File: config.mk
export PLATFORM = sky130hd
export DESIGN_NAME = iossr_bank
export DESIGN_NICKNAME = d
export VERILOG_FILES = /design/src/iossr_pkg.sv /design/src/iossr_bank.sv
export SDC_FILE = /design/constraint.sdc
export NUM_CORES = 1
export LEC_CHECK = 0
export BUFFER_PORTS_ARGS = -buffer_cell sky130_fd_sc_hd__buf_2
export CAP_MARGIN = 25
export CORE_MARGIN = 3
export CORE_UTILIZATION = 60
export DETAILED_ROUTE_END_ITERATION = 16
export GPL_ROUTABILITY_DRIVEN = 0
export GPL_TIMING_DRIVEN = 0
export PLACE_DENSITY = 0.76
export SLEW_MARGIN = 15
export SYNTH_ARGS = -nofsm -noshare
export SYNTH_HDL_FRONTEND = slang
export SYNTH_SLANG_ARGS = --single-unit
File: constraint.sdc
create_clock -name clk -period 1.9 [get_ports clk]
set_input_delay 0.095 -clock clk [delete_from_list [all_inputs] [get_ports clk]]
set_output_delay 0.095 -clock clk [all_outputs]
set_load 0.01 [all_outputs]
File: src/iossr_pkg.sv
// Purpose: constants and carrier types for the i/o space scratch register bank
// Assumes: 8-bit data, 9-bit data-space addresses, 6-bit i/o addresses
// Notes:   register addresses are i/o addresses; data-space address is +0x20
package iossr_pkg;

  // address space layout
  localparam logic [8:0] IOSSR_DS_OFFSET  = 9'h020;  // data space = io + 0x20
  localparam logic [8:0] IOSSR_EXT_LO     = 9'h060;  // extended region start
  localparam logic [8:0] IOSSR_EXT_HI     = 9'h1FF;  // extended region end
  localparam logic [5:0] IOSSR_BIT_IO_MAX = 6'h1F;   // last bit-accessible address
  localparam int         IOSSR_IO_LOCS    = 64;      // in/out reach

  // register i/o addresses
  localparam logic [5:0] IOSSR_ADDR_PA_IN  = 6'h00;  // port a input, reserved
  localparam logic [5:0] IOSSR_ADDR_PA_DIR = 6'h01;
  localparam logic [5:0] IOSSR_ADDR_PA_DAT = 6'h02;
  localparam logic [5:0] IOSSR_ADDR_PC_IN  = 6'h06;  // port c input, reserved
  localparam logic [5:0] IOSSR_ADDR_PC_DIR = 6'h07;
  localparam logic [5:0] IOSSR_ADDR_PC_DAT = 6'h08;
  localparam logic [5:0] IOSSR_ADDR_SCR0   = 6'h1E;
  localparam logic [5:0] IOSSR_ADDR_SCR1   = 6'h2A;
  localparam logic [5:0] IOSSR_ADDR_SCR2   = 6'h2B;

  // reset value of every storage register
  localparam logic [7:0] IOSSR_RESET_VAL = 8'h00;
  localparam int         IOSSR_NUM_REGS  = 7;

  // access kinds issued by the core
  typedef enum logic [2:0] {
    IOSSR_OP_NONE   = 3'h0,
    IOSSR_OP_MEM_RD = 3'h1,  // memory_read_ops, data-space address
    IOSSR_OP_MEM_WR = 3'h2,  // memory_write_ops, data-space address
    IOSSR_OP_IO_IN  = 3'h3,  // in, i/o address
    IOSSR_OP_IO_OUT = 3'h4,  // out, i/o address
    IOSSR_OP_BIT_SET= 3'h5,  // set_io_bit
    IOSSR_OP_BIT_CLR= 3'h6,  // clear_io_bit
    IOSSR_OP_BIT_TST= 3'h7   // skip_if_io_bit_high / skip_if_io_bit_low
  } iossr_op_t;

  // one access request from the core
  typedef struct packed {
    iossr_op_t  op;
    logic [8:0] addr;   // data-space address or i/o address by op
    logic [2:0] bitn;   // bit number for bit ops
    logic [7:0] wdata;
  } iossr_req_t;

  // answer to the core
  typedef struct packed {
    logic       hit;    // the access selected a register of this bank
    logic [7:0] rdata;
    logic       bitval; // addressed bit for skip instructions
    logic       bad;    // access not allowed for this op or address
  } iossr_rsp_t;

endpackage

File: src/iossr_bank.sv
// Purpose: scratch storage registers in the processor i/o space
// Assumes: core issues at most one access per cycle, synchronous to clk
// Notes:   answer is registered, valid the cycle after the request
//
// What this block does
// - memory ops decode io address plus 0x20
// - in/out reach only 64 locations
// - extended region 0x60-0x1FF refused, even to memory ops
// - writes store the whole byte; no write-one-clear flags
// - bit set/clear touch only addressed bit
// - bit set/clear only at 0x00-0x1F
// - three general 8-bit scratch registers
// - low scratch register (0x1E) supports bit ops, skips
// - absent port data/direction are plain storage
// - in/out use io addresses 0x00-0x3F
`timescale 1ns/1ps
`default_nettype none

module iossr_bank
  import iossr_pkg::*;
#(
  parameter int DATA_W = 8  // register width
) (
  // clock and reset
  input  wire logic       clk,
  input  wire logic       rst_n,
  // core access port
  input  wire iossr_req_t req,
  output var  iossr_rsp_t rsp
);

  // elaboration check: the storage layout is fixed at eight bits
  if (DATA_W != 8) begin : g_bad_width
    $error("iossr_bank supports DATA_W of 8 only");
  end

  // register index table, one entry per storage register
  localparam logic [5:0] REG_ADDR [IOSSR_NUM_REGS] = '{
    IOSSR_ADDR_PA_DIR, IOSSR_ADDR_PA_DAT, IOSSR_ADDR_PC_DIR,
    IOSSR_ADDR_PC_DAT, IOSSR_ADDR_SCR0, IOSSR_ADDR_SCR1, IOSSR_ADDR_SCR2
  };

  logic [7:0] store_reg  [IOSSR_NUM_REGS];  // storage contents
  logic [7:0] store_next [IOSSR_NUM_REGS];
  iossr_rsp_t rsp_reg;                       // registered answer
  iossr_rsp_t rsp_next;

  // decode helpers
  logic       is_mem;      // data-space access
  logic       is_io;       // in/out access
  logic       is_bit;      // single-bit access
  logic [5:0] io_addr;     // resolved i/o address
  logic       addr_ok;     // address legal for this op
  logic [IOSSR_NUM_REGS-1:0] sel;  // one-hot register select
  logic       rsvd_sel;    // reserved input register addressed

  // resolve the i/o address and legality for each access kind
  always_comb begin
    is_mem  = (req.op == IOSSR_OP_MEM_RD) || (req.op == IOSSR_OP_MEM_WR);
    is_io   = (req.op == IOSSR_OP_IO_IN) || (req.op == IOSSR_OP_IO_OUT);
    is_bit  = (req.op == IOSSR_OP_BIT_SET) || (req.op == IOSSR_OP_BIT_CLR)
              || (req.op == IOSSR_OP_BIT_TST);
    io_addr = 6'h00;
    addr_ok = 1'b0;
    if (is_mem) begin
      // data space maps io registers at +0x20; 0x60 and up is extended space
      if (req.addr >= IOSSR_DS_OFFSET && req.addr < IOSSR_EXT_LO) begin
        io_addr = 6'(req.addr - IOSSR_DS_OFFSET);
        addr_ok = 1'b1;
      end
    end else if (is_io) begin
      // only six address bits exist in the opcode; higher bits are a fault
      io_addr = req.addr[5:0];
      addr_ok = (req.addr[8:6] == 3'h0);
    end else if (is_bit) begin
      // bit ops stop at 0x1F; extended space is never reachable here
      io_addr = req.addr[5:0];
      addr_ok = (req.addr[8:6] == 3'h0) && (req.addr[5:0] <= IOSSR_BIT_IO_MAX);
    end
    rsvd_sel = addr_ok && ((io_addr == IOSSR_ADDR_PA_IN) || (io_addr == IOSSR_ADDR_PC_IN));
  end

  // one-hot select, one comparator per register
  for (genvar i = 0; i < IOSSR_NUM_REGS; i++) begin : g_sel
    assign sel[i] = addr_ok && (io_addr == REG_ADDR[i]);
  end

  // next state of storage and answer
  always_comb begin
    rsp_next = '0;
    for (int i = 0; i < IOSSR_NUM_REGS; i++) begin
      store_next[i] = store_reg[i];
      if (sel[i]) begin
        rsp_next.hit    = 1'b1;
        rsp_next.rdata  = store_reg[i];
        rsp_next.bitval = store_reg[i][req.bitn];
        unique case (req.op)
          IOSSR_OP_MEM_WR, IOSSR_OP_IO_OUT: begin
            // whole byte stored; no flag bits live here, so no write-one clear
            store_next[i] = req.wdata;
          end
          IOSSR_OP_BIT_SET: begin
            // only the addressed bit changes, others are not rewritten
            store_next[i][req.bitn] = 1'b1;
          end
          IOSSR_OP_BIT_CLR: begin
            store_next[i][req.bitn] = 1'b0;
          end
          default: begin
            // reads and skip tests leave storage alone
          end
        endcase
      end
    end
    // reserved input registers read zero and ignore writes
    if (rsvd_sel) begin
      rsp_next.hit = 1'b1;
    end
    rsp_next.bad = (req.op != IOSSR_OP_NONE) && !addr_ok;
  end

  // register storage and answer
  always_ff @(posedge clk) begin
    if (!rst_n) begin
      for (int i = 0; i < IOSSR_NUM_REGS; i++) begin
        store_reg[i] <= IOSSR_RESET_VAL;
      end
      rsp_reg <= '0;
    end else begin
      store_reg <= store_next;
      rsp_reg   <= rsp_next;
    end
  end

  assign rsp = rsp_reg;

endmodule

`default_nettype wire

==> summary.md <==
| Metric | Value |
|---|---|
| Setup TNS | `0 ps` |
| DRT antenna net count | `0` |
| Sequential power share | `0.477` |
| Clk_lat worst skew | `approximately 370 ps` |
| IO Pins | `36` |
| Cell taking the most area after synthesis | `dfxtp_1` |
| Most common cell after layout, fill and taps aside | `nor2_1` |
| Critical Path Max Stage Delay | `between 400 and 500 ps` |
| Routed length per instance | `20.9 µm` |
| Crit end category | `register` |
| GRT overflow | `0` |
| Die Ht | `87.3 µm` |
| Final hold vios | `0` |
| Clock Pin Slew Worst Setup and Hold Paths | `around 80 ps` |
| Via density | `approximately 6.9` |
| Max Clk Rate | `roughly 0.53 GHz` |
| Crit start category | `register` |
| HP Class | `primary input to register` |
| Min Tclk post-route | `1880 ps` |
| Int Power | `2010 µW` |
| Residual DRC | `0` |
| First-pass GRT wire length | `21.6 mm` |
| Worst-path cell chain | `or4bb_1 > nand3_1 > a2111oi_0 > a211oi_1 > a211o_1 > a211oi_2` |
| Vias in the first global route | `roughly 4,100` |
| Sw frac | `0.318` |
| Main flop type after synthesis | `dfxtp_1` |
| Max_slew headroom | `0.495` |
| ANT cells | `0` |
| Syn Area/Cell | `7.59 µm²` |
| Yosys top cell area share | `0.339` |
| Worst-margin pin slew | `roughly 750 ps` |
| Clock Root Buffer | `clkbuf_8` |
| Largest register FFs | `56` |
| RSZ-0062 raised after global routing | `false` |
| Async SR Flop Fraction | `0` |
| Die area | `7610 µm²` |
| Initial Util | `0.642` |
| Number of port buffers | `34` |
| Fillers | `about 500` |
| Largest net degree at the start of global routing | `14` |
| Clock share of power | `0.375` |
| Reg2Reg Depth | `6` |
| Share of layout cells above drive strength 1 | `0.163` |
| Num rows | `28` |
| Htree depth | `3` |
| TritonCTS Buffers | `9` |
| Net Sw Power | `about 940 µW` |
| Max Slew Vio Count | `0` |
| Largest cells by area after synthesis | `dfxtp_1, a21oi_1, o21ai_0, nor2_1, a22oi_1` |
| Netlist cell types | `between 60 and 70` |
| Comb power frac | `0.148` |
| Core ar. | `around 6200 µm²` |
| Reg area | `approximately 1300 µm²` |
| Iter 0 DRT Violations | `just over 700` |
| Synth Net Count | `547` |
| Crit-path max FO | `3` |
| Multi-input logic area | `roughly 2500 µm²` |
| Post-synth EDFFs | `0` |
| Max VDD drop | `between 0.5 and 0.6 mV` |
| Skew final | `4.76 ps` |
| Hold Path Depth | `3` |
| Via count | `about 4,500` |
| Commonest cells after routing, fill and taps aside | `nor2_1, a21oi_1, o21ai_0, dfxtp_1, buf_2` |
| Yosys reg bits | `67` |
| Post-route cell area | `between 4000 and 5000 µm²` |
| Bufs on Longest Clock Path | `2` |
| WS Path Type | `register to register` |
| Detailed Place HPWL | `roughly 9.7 mm` |
| Initial antenna violation count | `0` |
| Max Cap Viol | `0` |
| Synth Cell Area | `3960 µm²` |
| Gate Count Post-Synth | `about 520` |
| Total global-route track usage | `0.373` |
| Required @ worst endpoint | `about 2200 ps` |
| Cell area power density | `between 600 and 700 nW/µm²` |
| Period Utilization, post-route | `0.991` |
| CTS tree | `yes` |
| Area after DPL | `roughly 4200 µm²` |
| Synth warn | `0` |
| Setup Viol. Count Final | `0` |
| Area grow syn2layout | `11.7%` |
| Leak | `around 0.0016 µW` |
| Power Total | `roughly 3000 µW` |
| Register area share after synthesis | `0.339` |
| Final Routed Wirelength | `roughly 14 mm` |
| Layout Nets | `592` |
| WP data arrival | `between 2000 and 2500 ps` |
| Chip width | `approximately 87 µm` |
| Slowest CP cell | `a2111oi_0` |
| CTS sink cnt | `67` |
| Status | `finished, final reports clean` |
| DRT Pass-1 Iters | `6` |
-- critical path, delay by kind of cell, from the launching register on --
family | cells | cell delay [ps]
DFF | 1 | 380
AOI/OAI and AO/OA | 4 | 1120
and+or+nand+nor | 2 | 300
-- layer usage --
metal  part of all wire  global-route usage  vias to the layer above
li1                   -                   -                     2021
met4              0.033               0.163                        0
met3               0.13              0.0918                       58
met1               0.39               0.498                     2073
met5                  0                   0                        -
met2               0.45               0.569                      344
-- synth_stat cells (3+ instances only) --
cell type and n:
nand3_1 8, nor2_1 83, o211ai_1 3, mux2i_1 11, nor3_1 4, a2bb2oi_1 7, o21ai_1 4, o21ai_0 67
mux2_2 3, and2_1 3, a31oi_1 10, nor4bb_1 3, buf_2 14, inv_1 3, and3_1 6, dfxtp_1 67
o31ai_1 8, clkbuf_1 18, a22o_1 4, a221oi_1 10, nor2b_1 8, a2111oi_0 3, nor3b_1 3, nand2_1 26
a22oi_1 16, nand2b_1 10, a21oi_1 72
-- cell families after synthesis --
logic type,count (synthesis),synth area share
muxes,16,0.0477
and+or+nand+nor,171,0.211
DFF,67,0.339
AOI/OAI and AO/OA,226,0.352
xor gates and xnor gates,2,0.00442
adders and majority gates,1,0.00253
buffers and inverters,39,0.0442
-- power groups by stage --
stage / logic, µW / clock network, µW / registers (µW)
floorplan: 260 / 0 / 1440
global placement: 400 / 0 / 1440
detailed placement: 411 / 0 / 1440
CTS: 414 / 1100 / 1410
global route: 467 / 1160 / 1410
finish: 436 / 1100 / 1410
-- worst paths after layout --
check / start / end / slack (ps)
setup / recovery: store_reg[51] / rsp[1] / 20
hold / removal: rst_n / store_reg[17] / 150
setup reg to reg: store_reg[51] / rsp[1] / 20
hold reg to reg: store_reg[5] / store_reg[5] / 500
-- metrics by stage --
| step | std cells | util | setup WS, ps | hold slack [ps] |
|---|---|---|---|---|
| final | 647 | 0.718 | 16.8 | 150 |
| after global routing | 647 | 0.718 | 23.8 | 179 |
| after CTS | 647 | 0.714 | 61.8 | 128 |
| after detailed placement | 631 | 0.685 | -295 | 482 |
| after global placement | 631 | 0.685 | -239 | 465 |
| after floorplan | 522 | - | 244 | 399 |
-- area by class of cell --
class	instances	area share
plain buffers	36	0.0379
clock buffers	9	0.0280
repair buffers	34	0.0385
well taps	75	0.0212
multi-input cells	416	0.557
clock inverters	7	0.0116
inverters	3	0.00255
flip-flops and latches	67	0.303
-- repair_timing --
action | 4_1_cts | 5_1_grt
endpoints found under the setup margin | 0 | 50
buffers inserted | 0 | 0
resized for setup | 0 | 10
hold buffers | 0 | 0
No activity file was read; power rests on OpenSTA's default activity.
